**config.mk**
```make
export PLATFORM = sky130hd
export DESIGN_NAME = shcp_port
export DESIGN_NICKNAME = d
export VERILOG_FILES = /design/src/hw/shcp_pkg.sv /design/src/hw/shcp_port.sv /design/src/hw/shcp_fifo.sv
export VERILOG_INCLUDE_DIRS = /design/src /design/src/hw
export SDC_FILE = /design/constraint.sdc
export NUM_CORES = 1
export LEC_CHECK = 0
export ABC_AREA = 0
export BUFFER_PORTS_ARGS = -buffer_cell sky130_fd_sc_hd__buf_2
export CAP_MARGIN = 20
export CORE_MARGIN = 5
export CORE_UTILIZATION = 54
export DETAILED_ROUTE_END_ITERATION = 6
export MAX_ROUTING_LAYER = met4
export PLACE_DENSITY_LB_ADDON = 0.3
export SLEW_MARGIN = 10
export SYNTH_ARGS = -nofsm -noshare
export SYNTH_HDL_FRONTEND = slang
export SYNTH_SLANG_ARGS = --single-unit
```
**constraint.sdc**
```tcl
create_clock -name clk -period 2.5 [get_ports clk]
set_clock_uncertainty 0.2 [all_clocks]
set_input_delay 0.5 -clock clk [delete_from_list [all_inputs] [get_ports clk]]
set_output_delay 0.5 -clock clk [all_outputs]
set_load 0.02 [all_outputs]
```
**src/hw/shcp_cfg.svh**
```systemverilog
// Purpose: constants for the serial host command port
// Assumes: 10 MHz core clock
// Notes: offsets are the serial address bytes of the register map
`ifndef SHCP_CFG_SVH
`define SHCP_CFG_SVH
`define SHCP_ADDR_RESET 8'h01
`define SHCP_ADDR_IRQ_MASK 8'h1F
`define SHCP_ADDR_STATUS 8'h40
`define SHCP_WR_BASE 8'h10
`define SHCP_RD_BASE 8'h40
`define SHCP_MASK_RESET 16'h0000
`define SHCP_STATUS_RESET 16'h0000
`define SHCP_ST_OVERRUN 15
`define SHCP_ST_LATE 14
`define SHCP_CLK_MHZ 10
`define SHCP_WR_LAT_US 60
`define SHCP_WR_LAT_CYC (`SHCP_WR_LAT_US * `SHCP_CLK_MHZ)
`endif

```
**src/hw/shcp_pkg.sv**
```systemverilog
// Purpose: types shared by the serial host command port
// Assumes: nothing beyond the cfg header
// Notes: words are carried right-aligned in the data field
package shcp_pkg;
  typedef enum logic [2:0] {
    SHCP_IDLE, SHCP_ADDR, SHCP_DECODE, SHCP_WDATA, SHCP_RDATA, SHCP_SKIP
  } shcp_state_e;
  typedef struct packed {
    logic [7:0] addr;
    logic [31:0] data;
  } shcp_word_s;
endpackage : shcp_pkg

```
**src/hw/shcp_port.sv**
```systemverilog
// Purpose: serial host command port, device side
// Assumes: serial clock far slower than clk; all pins are synchronised here
// Notes: command/write/read class follows address ranges; word size from core, except the fixed-size mask and status registers
//
// Behaviour
// [RULE_01] each transaction is one address byte, then one word, none or a stream
// [RULE_02] word size is a whole number of bytes chosen by the addressed register
// [RULE_03] address-only command transactions act when the address byte completes
// [RULE_04] command line bits are taken on rising serial clock edges
// [RULE_05] reply bit stays steady while the serial clock is high
// [RULE_06] host holds select low per transaction; select rising ends it
// [RULE_07] a written word may take up to 60 us to be picked up
// [RULE_08] streaming registers move several words through a FIFO per select
// [RULE_09] commands use only the first eight bits; address 01 resets the device
// [RULE_10] single-byte registers move only the first eight data bits
// [RULE_11] only one data line is active; the address sets the direction
// [RULE_12] serial clock may idle high or low around a transaction
// [RULE_13] gaps of any length or none between bytes are accepted
// [RULE_14] interrupt only for status bits whose mask bit is set
// [RULE_15] enabled status changes raise the interrupt; host reads status
// [RULE_16] host may poll the interrupt pin level instead of status
// [RULE_17] interrupt mask at address 1F, status at address 40
// [RULE_18] interrupt request is active-low open drain
// [RULE_19] reply line driven only in the data phase of a read
// [RULE_20] bits and bytes travel most significant first
`timescale 1ns/100ps
`include "shcp_cfg.svh"
module shcp_port (
  input wire logic clk,
  input wire logic rst_b,
  input wire logic sclk,
  input wire logic host_command_line,
  input wire logic select_n,
  output logic reply_data,
  output logic reply_oe_n,
  output logic irq_request_n,
  output logic irq_oe_n,
  output shcp_pkg::shcp_word_s core_wr_word,
  output logic core_wr_valid,
  input wire logic core_wr_ready,
  output logic [7:0] core_addr,
  input wire logic [1:0] core_nbytes,
  input wire logic core_stream,
  input wire logic [31:0] core_rd_data,
  output logic core_rd_take,
  output logic [7:0] cmd_code,
  output logic cmd_valid,
  output logic dev_reset,
  input wire logic [15:0] status_event
);
  import shcp_pkg::*;

  logic [2:0] sclk_s_ff;
  logic [1:0] cdat_s_ff;
  logic [2:0] sel_s_ff;
  shcp_state_e state_ff;
  shcp_state_e nxt_state;
  logic [4:0] bitcnt_ff;
  logic [4:0] nxt_bitcnt;
  logic [31:0] shift_ff;
  logic [31:0] nxt_shift;
  logic [7:0] addr_ff;
  logic [7:0] nxt_addr;
  logic [1:0] nb_ff;
  logic [1:0] nxt_nb;
  logic stream_ff;
  logic nxt_stream;
  logic rose_ff;
  logic nxt_rose;
  logic done_ff;
  logic nxt_done;
  logic reply_ff;
  logic reply_oe_n_ff;
  logic take_ff;
  logic cmd_valid_ff;
  logic [7:0] cmd_code_ff;
  logic dev_reset_ff;
  logic [15:0] mask_ff;
  logic [15:0] status_ff;
  logic [15:0] snap_ff;
  logic irq_n_ff;
  logic pend_valid_ff;
  shcp_word_s pend_ff;
  logic [11:0] lat_cnt_ff;
  logic fifo_in_ready;

  // edges are found on the second sync stage against the third
  wire sclk_rise = sclk_s_ff[1] & ~sclk_s_ff[2];
  wire sclk_fall = ~sclk_s_ff[1] & sclk_s_ff[2];
  wire sel_low = ~sel_s_ff[1];
  wire cbit = cdat_s_ff[1];

  // address classes; the two internal registers have fixed size, no stream
  wire is_cmd = (addr_ff < `SHCP_WR_BASE);
  wire is_rd = (addr_ff >= `SHCP_RD_BASE);
  wire is_mask = (addr_ff == `SHCP_ADDR_IRQ_MASK);
  wire is_stat = (addr_ff == `SHCP_ADDR_STATUS);
  wire internal = is_mask | is_stat;
  wire [1:0] dec_nb = internal ? 2'h1 : core_nbytes;
  wire dec_stream = internal ? 1'b0 : core_stream;
  wire [4:0] last_bit = {nb_ff, 3'h7};

  // read source, left-aligned so the top bit goes out first
  // [RULE_20] msb of the word leads
  wire [31:0] rd_src = is_stat ? {16'h0000, status_ff} : core_rd_data;
  wire [4:0] rd_sh = {~dec_nb, 3'h0};
  wire [4:0] rd_sh_cur = {~nb_ff, 3'h0};
  wire [31:0] rd_load = rd_src << rd_sh;
  wire [31:0] rd_load_cur = rd_src << rd_sh_cur;

  // word completion strobes
  wire word_end = sclk_rise & (bitcnt_ff == last_bit);
  wire wr_done = (state_ff == SHCP_WDATA) & word_end;
  wire [31:0] wr_word = {shift_ff[30:0], cbit};
  wire rd_done = (state_ff == SHCP_RDATA) & word_end;
  wire dec_cmd = (state_ff == SHCP_DECODE) & is_cmd;
  wire dec_rd = (state_ff == SHCP_DECODE) & is_rd;
  wire rd_reload = (state_ff == SHCP_RDATA) & sclk_fall & rose_ff & done_ff;

  // write hand-off toward the FIFO; a second word while one waits is lost
  wire push_wr = wr_done & ~is_mask;
  wire pend_go = pend_valid_ff & fifo_in_ready;
  wire overrun = push_wr & pend_valid_ff & ~fifo_in_ready;
  wire late_ev = (lat_cnt_ff == 12'(`SHCP_WR_LAT_CYC - 1));

  // status: events set, a completed status read clears what it reported
  wire [15:0] ev_all = status_event
    | (16'(overrun) << `SHCP_ST_OVERRUN) | (16'(late_ev) << `SHCP_ST_LATE);
  wire [15:0] st_clr = (rd_done && is_stat && !stream_ff) ? snap_ff : 16'h0000;
  wire [15:0] nxt_status = (status_ff & ~st_clr) | ev_all;

  // two-stage synchronisers on every pin input
  always_ff @(posedge clk)
  begin
    if (!rst_b)
    begin
      sclk_s_ff <= 3'h0;
      cdat_s_ff <= 2'h0;
      sel_s_ff <= 3'h7;
    end
    else
    begin
      sclk_s_ff <= {sclk_s_ff[1:0], sclk};
      cdat_s_ff <= {cdat_s_ff[0], host_command_line};
      sel_s_ff <= {sel_s_ff[1:0], select_n};
    end
  end

  // transaction sequencer
  always_comb
  begin
    nxt_state = state_ff;
    nxt_bitcnt = bitcnt_ff;
    nxt_shift = shift_ff;
    nxt_addr = addr_ff;
    nxt_nb = nb_ff;
    nxt_stream = stream_ff;
    nxt_rose = rose_ff;
    nxt_done = done_ff;
    // [RULE_06] select high ends it
    if (!sel_low)
    begin
      nxt_state = SHCP_IDLE;
      nxt_bitcnt = 5'h00;
      nxt_rose = 1'b0;
      nxt_done = 1'b0;
    end
    else
    begin
      case (state_ff)
        // [RULE_12] only rising edges inside select count
        SHCP_IDLE:
        begin
          nxt_state = SHCP_ADDR;
          nxt_bitcnt = 5'h00;
        end
        // [RULE_01] one address byte
        SHCP_ADDR:
        begin
          if (sclk_rise)
          begin
            // [RULE_04] rising edge sample, msb first
            nxt_shift = {shift_ff[30:0], cbit};
            nxt_bitcnt = bitcnt_ff + 5'h01;
            if (bitcnt_ff == 5'h07)
            begin
              nxt_addr = {shift_ff[6:0], cbit};
              nxt_state = SHCP_DECODE;
            end
          end
        end
        // [RULE_11] direction from address
        SHCP_DECODE:
        begin
          nxt_bitcnt = 5'h00;
          // [RULE_02] bytes per word
          nxt_nb = dec_nb;
          // [RULE_08] streaming per register
          nxt_stream = dec_stream;
          nxt_rose = 1'b0;
          nxt_done = 1'b0;
          if (is_cmd)
            nxt_state = SHCP_SKIP;
          else if (is_rd)
          begin
            nxt_shift = rd_load;
            nxt_state = SHCP_RDATA;
          end
          else
          begin
            // clear the address bits so written words arrive right-aligned
            nxt_shift = 32'h0000_0000;
            nxt_state = SHCP_WDATA;
          end
        end
        // [RULE_13] bytes may stall or abut
        SHCP_WDATA:
        begin
          if (sclk_rise)
          begin
            nxt_shift = wr_word;
            nxt_bitcnt = bitcnt_ff + 5'h01;
            // [RULE_10] fixed-length word
            if (word_end)
            begin
              nxt_bitcnt = 5'h00;
              // a streamed word must not carry bits of the one before
              nxt_shift = 32'h0000_0000;
              nxt_state = stream_ff ? SHCP_WDATA : SHCP_SKIP;
            end
          end
        end
        // [RULE_05] shift only on falling edges
        SHCP_RDATA:
        begin
          if (sclk_rise)
          begin
            nxt_rose = 1'b1;
            nxt_bitcnt = bitcnt_ff + 5'h01;
            if (word_end)
            begin
              nxt_bitcnt = 5'h00;
              nxt_done = 1'b1;
            end
          end
          else if (sclk_fall && rose_ff)
          begin
            nxt_rose = 1'b0;
            nxt_done = 1'b0;
            nxt_shift = {shift_ff[30:0], 1'b0};
            if (done_ff)
            begin
              nxt_shift = rd_load_cur;
              nxt_state = stream_ff ? SHCP_RDATA : SHCP_SKIP;
            end
          end
        end
        // extra bits until select rises are ignored
        SHCP_SKIP:
          nxt_state = SHCP_SKIP;
        default:
          nxt_state = SHCP_IDLE;
      endcase
    end
  end

  // sequencer registers
  always_ff @(posedge clk)
  begin
    if (!rst_b)
    begin
      state_ff <= SHCP_IDLE;
      bitcnt_ff <= 5'h00;
      shift_ff <= 32'h0000_0000;
      addr_ff <= 8'h00;
      nb_ff <= 2'h0;
      stream_ff <= 1'b0;
      rose_ff <= 1'b0;
      done_ff <= 1'b0;
    end
    else
    begin
      state_ff <= nxt_state;
      bitcnt_ff <= nxt_bitcnt;
      shift_ff <= nxt_shift;
      addr_ff <= nxt_addr;
      nb_ff <= nxt_nb;
      stream_ff <= nxt_stream;
      rose_ff <= nxt_rose;
      done_ff <= nxt_done;
    end
  end

  // reply pin; a single read ends on its word boundary, a stream read only on select
  // [RULE_19] driven in read data only
  always_ff @(posedge clk)
  begin
    if (!rst_b)
    begin
      reply_ff <= 1'b0;
      reply_oe_n_ff <= 1'b1;
    end
    else
    begin
      reply_ff <= nxt_shift[31];
      reply_oe_n_ff <= ~(sel_low && nxt_state == SHCP_RDATA);
    end
  end

  // command pulses and core read pops
  // [RULE_03] act at address end
  // [RULE_09] code 01 resets the device
  always_ff @(posedge clk)
  begin
    if (!rst_b)
    begin
      cmd_valid_ff <= 1'b0;
      cmd_code_ff <= 8'h00;
      dev_reset_ff <= 1'b0;
      take_ff <= 1'b0;
    end
    else
    begin
      cmd_valid_ff <= dec_cmd;
      if (dec_cmd)
        cmd_code_ff <= addr_ff;
      dev_reset_ff <= dec_cmd & (addr_ff == `SHCP_ADDR_RESET);
      take_ff <= ((dec_rd && sel_low) || (rd_reload && sel_low && stream_ff)) && !internal;
    end
  end

  // single word holding stage ahead of the FIFO
  always_ff @(posedge clk)
  begin
    if (!rst_b)
    begin
      pend_valid_ff <= 1'b0;
      pend_ff <= '0;
    end
    else if (push_wr && (!pend_valid_ff || fifo_in_ready))
    begin
      pend_valid_ff <= 1'b1;
      pend_ff <= '{addr: addr_ff, data: wr_word};
    end
    else if (pend_go)
      pend_valid_ff <= 1'b0;
  end

  // [RULE_08] write words through FIFO
  shcp_fifo #(
    .W($bits(shcp_word_s)),
    .D(4)
  ) u_wr_fifo (
    .clk(clk),
    .rst_b(rst_b),
    .in_data(pend_ff),
    .in_valid(pend_valid_ff),
    .in_ready(fifo_in_ready),
    .out_data(core_wr_word),
    .out_valid(core_wr_valid),
    .out_ready(core_wr_ready)
  );

  // [RULE_07] flag a word left waiting past the pickup budget
  always_ff @(posedge clk)
  begin
    if (!rst_b)
      lat_cnt_ff <= 12'h000;
    else if (core_wr_valid && !core_wr_ready && !late_ev)
      lat_cnt_ff <= lat_cnt_ff + 12'h001;
    else if (!(core_wr_valid && !core_wr_ready))
      lat_cnt_ff <= 12'h000;
  end

  // [RULE_17] mask and status registers
  always_ff @(posedge clk)
  begin
    if (!rst_b)
    begin
      mask_ff <= `SHCP_MASK_RESET;
      status_ff <= `SHCP_STATUS_RESET;
      snap_ff <= 16'h0000;
    end
    else
    begin
      if (wr_done && is_mask)
        mask_ff <= wr_word[15:0];
      // set wins over the read clear
      status_ff <= nxt_status;
      if (dec_rd && is_stat)
        snap_ff <= status_ff;
    end
  end

  // [RULE_14] masked interrupt
  // [RULE_15] raise on enabled status
  // [RULE_18] open drain, active low
  always_ff @(posedge clk)
  begin
    if (!rst_b)
      irq_n_ff <= 1'b1;
    else
      irq_n_ff <= ~|(nxt_status & mask_ff);
  end

  assign reply_data = reply_ff;
  assign reply_oe_n = reply_oe_n_ff;
  assign irq_request_n = irq_n_ff;
  assign irq_oe_n = irq_n_ff;
  assign core_addr = addr_ff;
  assign core_rd_take = take_ff;
  assign cmd_code = cmd_code_ff;
  assign cmd_valid = cmd_valid_ff;
  assign dev_reset = dev_reset_ff;
endmodule : shcp_port

```
**src/hw/shcp_fifo.sv**
```systemverilog
// Purpose: small synchronous FIFO for written words
// Assumes: single clock, synchronous active-low reset
// Notes: full and empty come from an occupancy count
`timescale 1ns/100ps
module shcp_fifo #(
  parameter int W = 40,
  parameter int D = 4
) (
  input wire logic clk,
  input wire logic rst_b,
  input wire logic [W-1:0] in_data,
  input wire logic in_valid,
  output logic in_ready,
  output logic [W-1:0] out_data,
  output logic out_valid,
  input wire logic out_ready
);
  localparam int AW = (D > 1) ? $clog2(D) : 1;
  logic [W-1:0] mem_ff [D];
  logic [AW-1:0] wp_ff;
  logic [AW-1:0] rp_ff;
  logic [AW:0] cnt_ff;
  wire push = in_valid & in_ready;
  wire pop = out_valid & out_ready;
  wire [AW-1:0] nxt_wp = (wp_ff == AW'(D - 1)) ? '0 : wp_ff + 1'b1;
  wire [AW-1:0] nxt_rp = (rp_ff == AW'(D - 1)) ? '0 : rp_ff + 1'b1;
  assign in_ready = (cnt_ff != (AW + 1)'(D));
  assign out_valid = (cnt_ff != '0);
  assign out_data = mem_ff[rp_ff];
  // storage carries no reset, only pointers and count do
  always_ff @(posedge clk)
  begin
    if (push)
      mem_ff[wp_ff] <= in_data;
  end
  // pointers and occupancy
  always_ff @(posedge clk)
  begin
    if (!rst_b)
    begin
      wp_ff <= '0;
      rp_ff <= '0;
      cnt_ff <= '0;
    end
    else
    begin
      if (push)
        wp_ff <= nxt_wp;
      if (pop)
        rp_ff <= nxt_rp;
      if (push && !pop)
        cnt_ff <= cnt_ff + 1'b1;
      else if (pop && !push)
        cnt_ff <= cnt_ff - 1'b1;
    end
  end
endmodule : shcp_fifo

```
* After elaboration in Yosys (flattened, before gate mapping)
Memories as Yosys holds them, arrays and structs flattened. A register that Yosys moved wholly into a read port is not among the register bits.
Index checks and enable logic that the tools add are counted.
** Cells by class
- Add/subtract/negate cells :: 6
- Magnitude comparators :: 2
- Equal/unequal tests :: 24
- Shift operators :: 2
- Multiplexer cells :: 48
- Bitwise operators :: 32
- Reductions and logical operators :: 42
** Operators with widths (number)
- two-way mux 32 bit :: 9
- one-hot mux 32 bit (4 select lines) :: 1
- << shifter 32 x 5 -> 32 bit :: 2
- two-way mux 3 bit :: 13
- AND 16 bit :: 2
- bitwise OR 16 bit :: 2
- two-way mux 12 bit :: 2
- one-hot mux 3 bit (6 select lines) :: 1
- AND 1 bit :: 16
- two-way mux 16 bit :: 1
- NOT 16 bit :: 1
- bitwise OR 16 x 15 -> 16 bit :: 1
- OR reduction 16 bit :: 1
- logical AND 1 bit :: 15
- two-way mux 5 bit :: 3
- one-hot mux 5 bit (3 select lines) :: 1
- adder 12 x 1 -> 12 bit (second input constant) :: 1
- == test 12 x 10 -> 1 bit (second input constant) :: 1
- two-way mux 1 bit :: 10
- two-way mux 2 bit :: 5
- == test 3 bit (second input constant) :: 3
- == test 8 x 1 -> 1 bit (second input constant) :: 1
- == test 8 x 5 -> 1 bit (second input constant) :: 1
- == test 8 x 7 -> 1 bit (second input constant) :: 1
- other kinds (30) :: 62
** Word-level totals
- Flip-flop bits (word level) :: 181
- RAM bits :: 160
- Output and inout bits :: 64
- Word-level logic and storage cells :: 185
- Memories kept :: 1
** Memory list
- u_wr_fifo.mem_ff :: depth 4, width 40, rd ports 1, clocked after Yosys merged registers in 1, write ports 1, RTL line shcp_fifo.sv:19 : logic [W-1:0] mem_ff [D];

* Longest topological paths before layout
- Depth after elaboration :: 13
- Mapped depth :: 10
- Gate-level depth less buffers :: 8

* Cells and area by module
From an unflattened synthesis, not the netlist that was laid out.
** Unflattened totals
- Cell total of the unflattened synthesis :: 1288
- Area, all modules :: 14606.5 µm²
** Modules (own cells, without submodules)
- shcp_port :: times used 1, cells each 1028, area each 8360.5 µm², seq. area each 3483.3 µm²
- shcp_fifo :: times used 1, cells each 260, area each 6246.0 µm², seq. area each 4984.8 µm²

* Worst setup path after synthesis
Ideal clock, no wire load.
- Path type :: flip-flop to flip-flop
- Start point :: reg addr_ff[6] (netlist: core_addr[6])
- End point :: reg shift_ff[12]
- Library setup time :: 0.124 ns
- Arrival time :: 2.298 ns
- Data required time :: 2.176 ns
- Setup slack :: -0.122 ns
- Cell stages (with the launch flop) :: 9
- Period minus slack after synthesis :: 2.622 ns
- Path through :: dfxtp_1 or4b_1 buf_2 nor2_4 buf_2 mux2i_1 mux2i_1 a221oi_1 a21oi_1
** Between the ends
- Cells in the longest elaborated chain, start to end :: 8
- Elaborated cells between the ends (all ways) :: 18
- Classes of those cells :: order compare: 2; eq/ne: 3; shift: 2; mux: 8; bitwise: 2; reduce/logical: 1
** Ends and longest elaborated chain
- start: declaration :: RTL line shcp_port.sv:62 : logic [7:0] addr_ff;
- start signal: assignment :: RTL line shcp_port.sv:286 : addr_ff <= nxt_addr;
- == test 8 x 5 -> 1 bit (no line) or == test 8 x 7 -> 1 bit (tied branches)
- bitwise OR 1 bit :: RTL line shcp_port.sv:98 : wire internal = is_mask | is_stat;
- two-way mux 2 bit :: RTL line shcp_port.sv:99 : wire [1:0] dec_nb = internal ? 2'h1 : core_nbytes;
- NOT 2 bit :: RTL line shcp_port.sv:106 : wire [4:0] rd_sh = {~dec_nb, 3'h0};
- << shifter 32 x 5 -> 32 bit :: RTL line shcp_port.sv:108 : wire [31:0] rd_load = rd_src << rd_sh;
- two-way mux 32 bit :: RTL line shcp_port.sv:204 : else if (is_rd)
- two-way mux 32 bit :: RTL line shcp_port.sv:202 : if (is_cmd)
- one-hot mux 32 bit (4 select lines) :: RTL line shcp_port.sv:170 : case (state_ff)
- end signal: assignment :: RTL line shcp_port.sv:285 : shift_ff <= nxt_shift;
- end: declaration :: RTL line shcp_port.sv:60 : logic [31:0] shift_ff;
Parallel ways exist; a longest one is shown, timed or not. The select of a mux whose other input is x is not followed.
A chain may end at the register's enable or synchronous reset.

==> out/qor.txt <==
Combinational Power Share - 0.151
DRT Wirelength - 41.0 mm
filler cell count - 2003
Worst path max stage delay - 0.51 ns
Net Sw Power - 3230 µW
failing checks - setup timing
Finished Core Util - 0.681
simple-gate share of the synthesized area - 0.135
Post-Synth XOR/XNOR Area - 0.00725
Placed Instances - 1804
gr usage total - 0.270
layout cells sized above 1 - 0.272
Hold Path Stages - 3
Final nets - 1587
non-filler cells, final - 1888
total CTS buffers - 36
Netlist cell types - 74
vias in the first global route - 11000
CP arrival - 1.87 ns
CP max-delay cell - mux4_2
IO buf count - 120
internal power - 10100 µW
setup TNS - -1.90 ns
CTS H-tree lvls - 2
syn nets - 1368
asr flop ratio synth - 0
sequential power share - 0.452
sequential cell area fraction in the yosys report - 0.584
R2R depth - 7
outcome - finished with violations
Worst Path Required - 1.80 ns
Slew @ Worst Pin - 0.571 ns
Slew Limit Fails - 0
register area - 8480 µm²
global-route wire length before repair - 62.7 mm
vias post-DR - 11300
Cells after Synth - 1302
die area - 30200 µm²
final global-route overflow total - 0
Max Freq - 389 MHz
TritonCTS clock tree - done
hold-critical path endpoint - status_ff[7]
clk slew on worst S/H paths - 0.06 ns
core area - 26700 µm²
number of flops mapped to enable cells by yosys - 160
area of the mapped netlist - 14500 µm²
Post-DP HPWL - 27.8 mm
post-synthesis compound-gate area fraction - 0.127
Initial Utilization - 0.542
sw frac - 0.243
Clock Latency Late Sink - 0.53 ns
Max IR drop VDD - 466 µV
Area Growth Syn to Fin - 25.6%
Routed Antenna Nets - 0
clock root buffer - clkbuf_16
clock sink total - 343
crit start category - flop
ys flop type - dfxtp_1
CP Class - reg -> out
Yosys reg bits - 343
Finished Cell Area - 18200 µm²
pre-CTS WS - -0.116 ns
DIE HEIGHT - 174 µm
wire per inst - 21.7 µm
Die W - 174 µm
min-delay src - status_event[7]
Power Density - 732 nW/µm²
antenna violations before repair - 1
I/O pins - 121
First-pass DRT Iterations - 7
Min-Delay Path Class - in -> reg
clock share of power - 0.396
vias per inst - 6.01
largest net degree at the start of global routing - 54
Placement Cell Area - 16400 µm²
Worst Setup End Kind - output pin
Fin. Hold Viols - 0
reg2reg setup slack - -0.05 ns
final RePlAce weighted congestion - 0.996
Cell Chain, Critical Path - buf_4 > mux4_2 > buf_2
YS warnings - 0
fin worst setup slack - -0.0724 ns
RSZ-0062 raised after global routing - yes
area occupied by multi-input gates - 5770 µm²
clk buf depth - 3
DRT iter0 DRCs - 941
relative slew slack - 0.619
delay-heaviest family, CP - multiplexers
reg2reg start - state_ff[2]
drt drc - 0
Final period util - 1.03
largest family of logic cells by synthesized area - simple AND/OR/NAND/NOR gates
Worst R2R End - shift_ff[2]
CP bufs+invs - 2
Lkg Pwr - 0.00671 µW
Final min period - 2.57 ns
row count - 60
endpoints failing setup - 48
adder-cell share of the synthesized area - 0.00829
Synth Area per Inst - 11.1 µm²
max_cap viols - 0
worst-path maximum fanout - 8
mux cell area share after synthesis - 0.108
[repair_timing]
action / CTS / global route
endpoints found under the setup margin: 62 / 110
hold buffers: 5 / 0
setup buffers: 4 / 5
gates cloned: 0 / 6
pin swaps: 3 / 10
gates resized for setup: 38 / 68
endpoints found under the hold margin: 5 / 0
[layer usage]
metal / track usage / share of wire
met5: - / 0
met4: 0.0746 / 0.028
met3: 0.0589 / 0.086
met2: 0.413 / 0.46
met1: 0.368 / 0.42
[kinds of logic after synthesis]
family / count (synthesis)
buffers and inverters: 111
adder cells (fa/ha/maj): 9
AO/OA/AOI/OAI: 307
flip-flops: 343
multiplexers: 103
XOR/XNOR: 12
AND/OR/NAND/NOR: 417
[placed cells by master, fill, tap and decap left out, drive strengths merged, types with 12 or more instances in the layout]
cell and count:
o21ai 82, clkbuf 60, mux2i 56, dfxtp 183, a31oi 21, edfxtp 160, and2 15, mux4 42
a221oi 17, nand2b 12, a21oi 126, buf 254, nor3 25, nor2 114, inv 28, nand4 19
nand2 166, a41oi 12, nand3 19
[how the worst max path moves through the flow]
stage / to / slack (ns) / cells past startpoint
after floorplan: shift_ff[12] / 0.002 / 8
after global placement: irq_oe_n / -0.08 / 8
after detailed placement: irq_oe_n / -0.12 / 8
after CTS: core_wr_word[4] / -0.09 / 3
after global routing: core_wr_word[22] / -0.14 / 3
final: core_wr_word[22] / -0.07 / 3
[sequential cells by signal, indices dropped and copies added, names as in the netlist, 3 cells and up, named ones only]
signal / flops
u_wr_fifo.mem_ff: 160
pend_ff: 40
shift_ff: 32
mask_ff: 16
snap_ff: 16
status_ff: 16
lat_cnt_ff: 12
cmd_code: 8
core_addr: 8
bitcnt_ff: 5
sclk_s_ff: 3
state_ff: 3
u_wr_fifo.cnt_ff: 3
[cells in the mapped netlist (all sizes together) (21+ instances only)]
cell type | number | share of area
mux2i | 56 | 0.039
clkbuf | 55 | 0.014
a31oi | 21 | 0.0091
mux4 | 42 | 0.065
o21ai | 82 | 0.028
a21oi | 126 | 0.044
nor3 | 25 | 0.0094
inv | 28 | 0.0072
buf | 28 | 0.0092
nand2 | 166 | 0.043
nor2 | 114 | 0.031
dfxtp | 183 | 0.25
edfxtp | 160 | 0.33
[per-stage QoR]
stage               total power (µW)  hold slack (ns)
CTS                            13200           0.0108
detailed placement              7880            0.197
floorplan                       7240            0.186
global route                   13800           0.0172
finish                         13300           0.0202
global placement                7860            0.195
[worst register-to-register path, cell delays in order, from the launching register on]
cell and delay [ns]:
dfxtp_1 0.31, buf_4 0.17, nor3b_1 0.44, o21ai_1 0.25, nor4b_2 0.34, a22o_2 0.37, nand2b_1 0.15, a311oi_1 0.25
[final cells by class]
type / count / area share
Multi-Input combinational cell: 848 / 0.317
Tap cell: 341 / 0.0234
Timing Repair Buffer: 264 / 0.122
Sequential cell: 343 / 0.466
Inverter: 28 / 0.00584
Clock buffer: 55 / 0.0624
Clock inverter: 8 / 0.00330
Antenna cell: 1 / 0.000137
[power by group through the flow]
stage	registers [µW]	logic (µW)	clock network [µW]
6_report	6030	2010	5280
5_1_grt	6040	2160	5620
4_1_cts	6010	1850	5370
3_5_place_dp	6140	1740	0
3_3_place_gp	6140	1720	0
2_1_floorplan	6070	1170	0
Note: power is estimated with default switching activity, not from simulation.
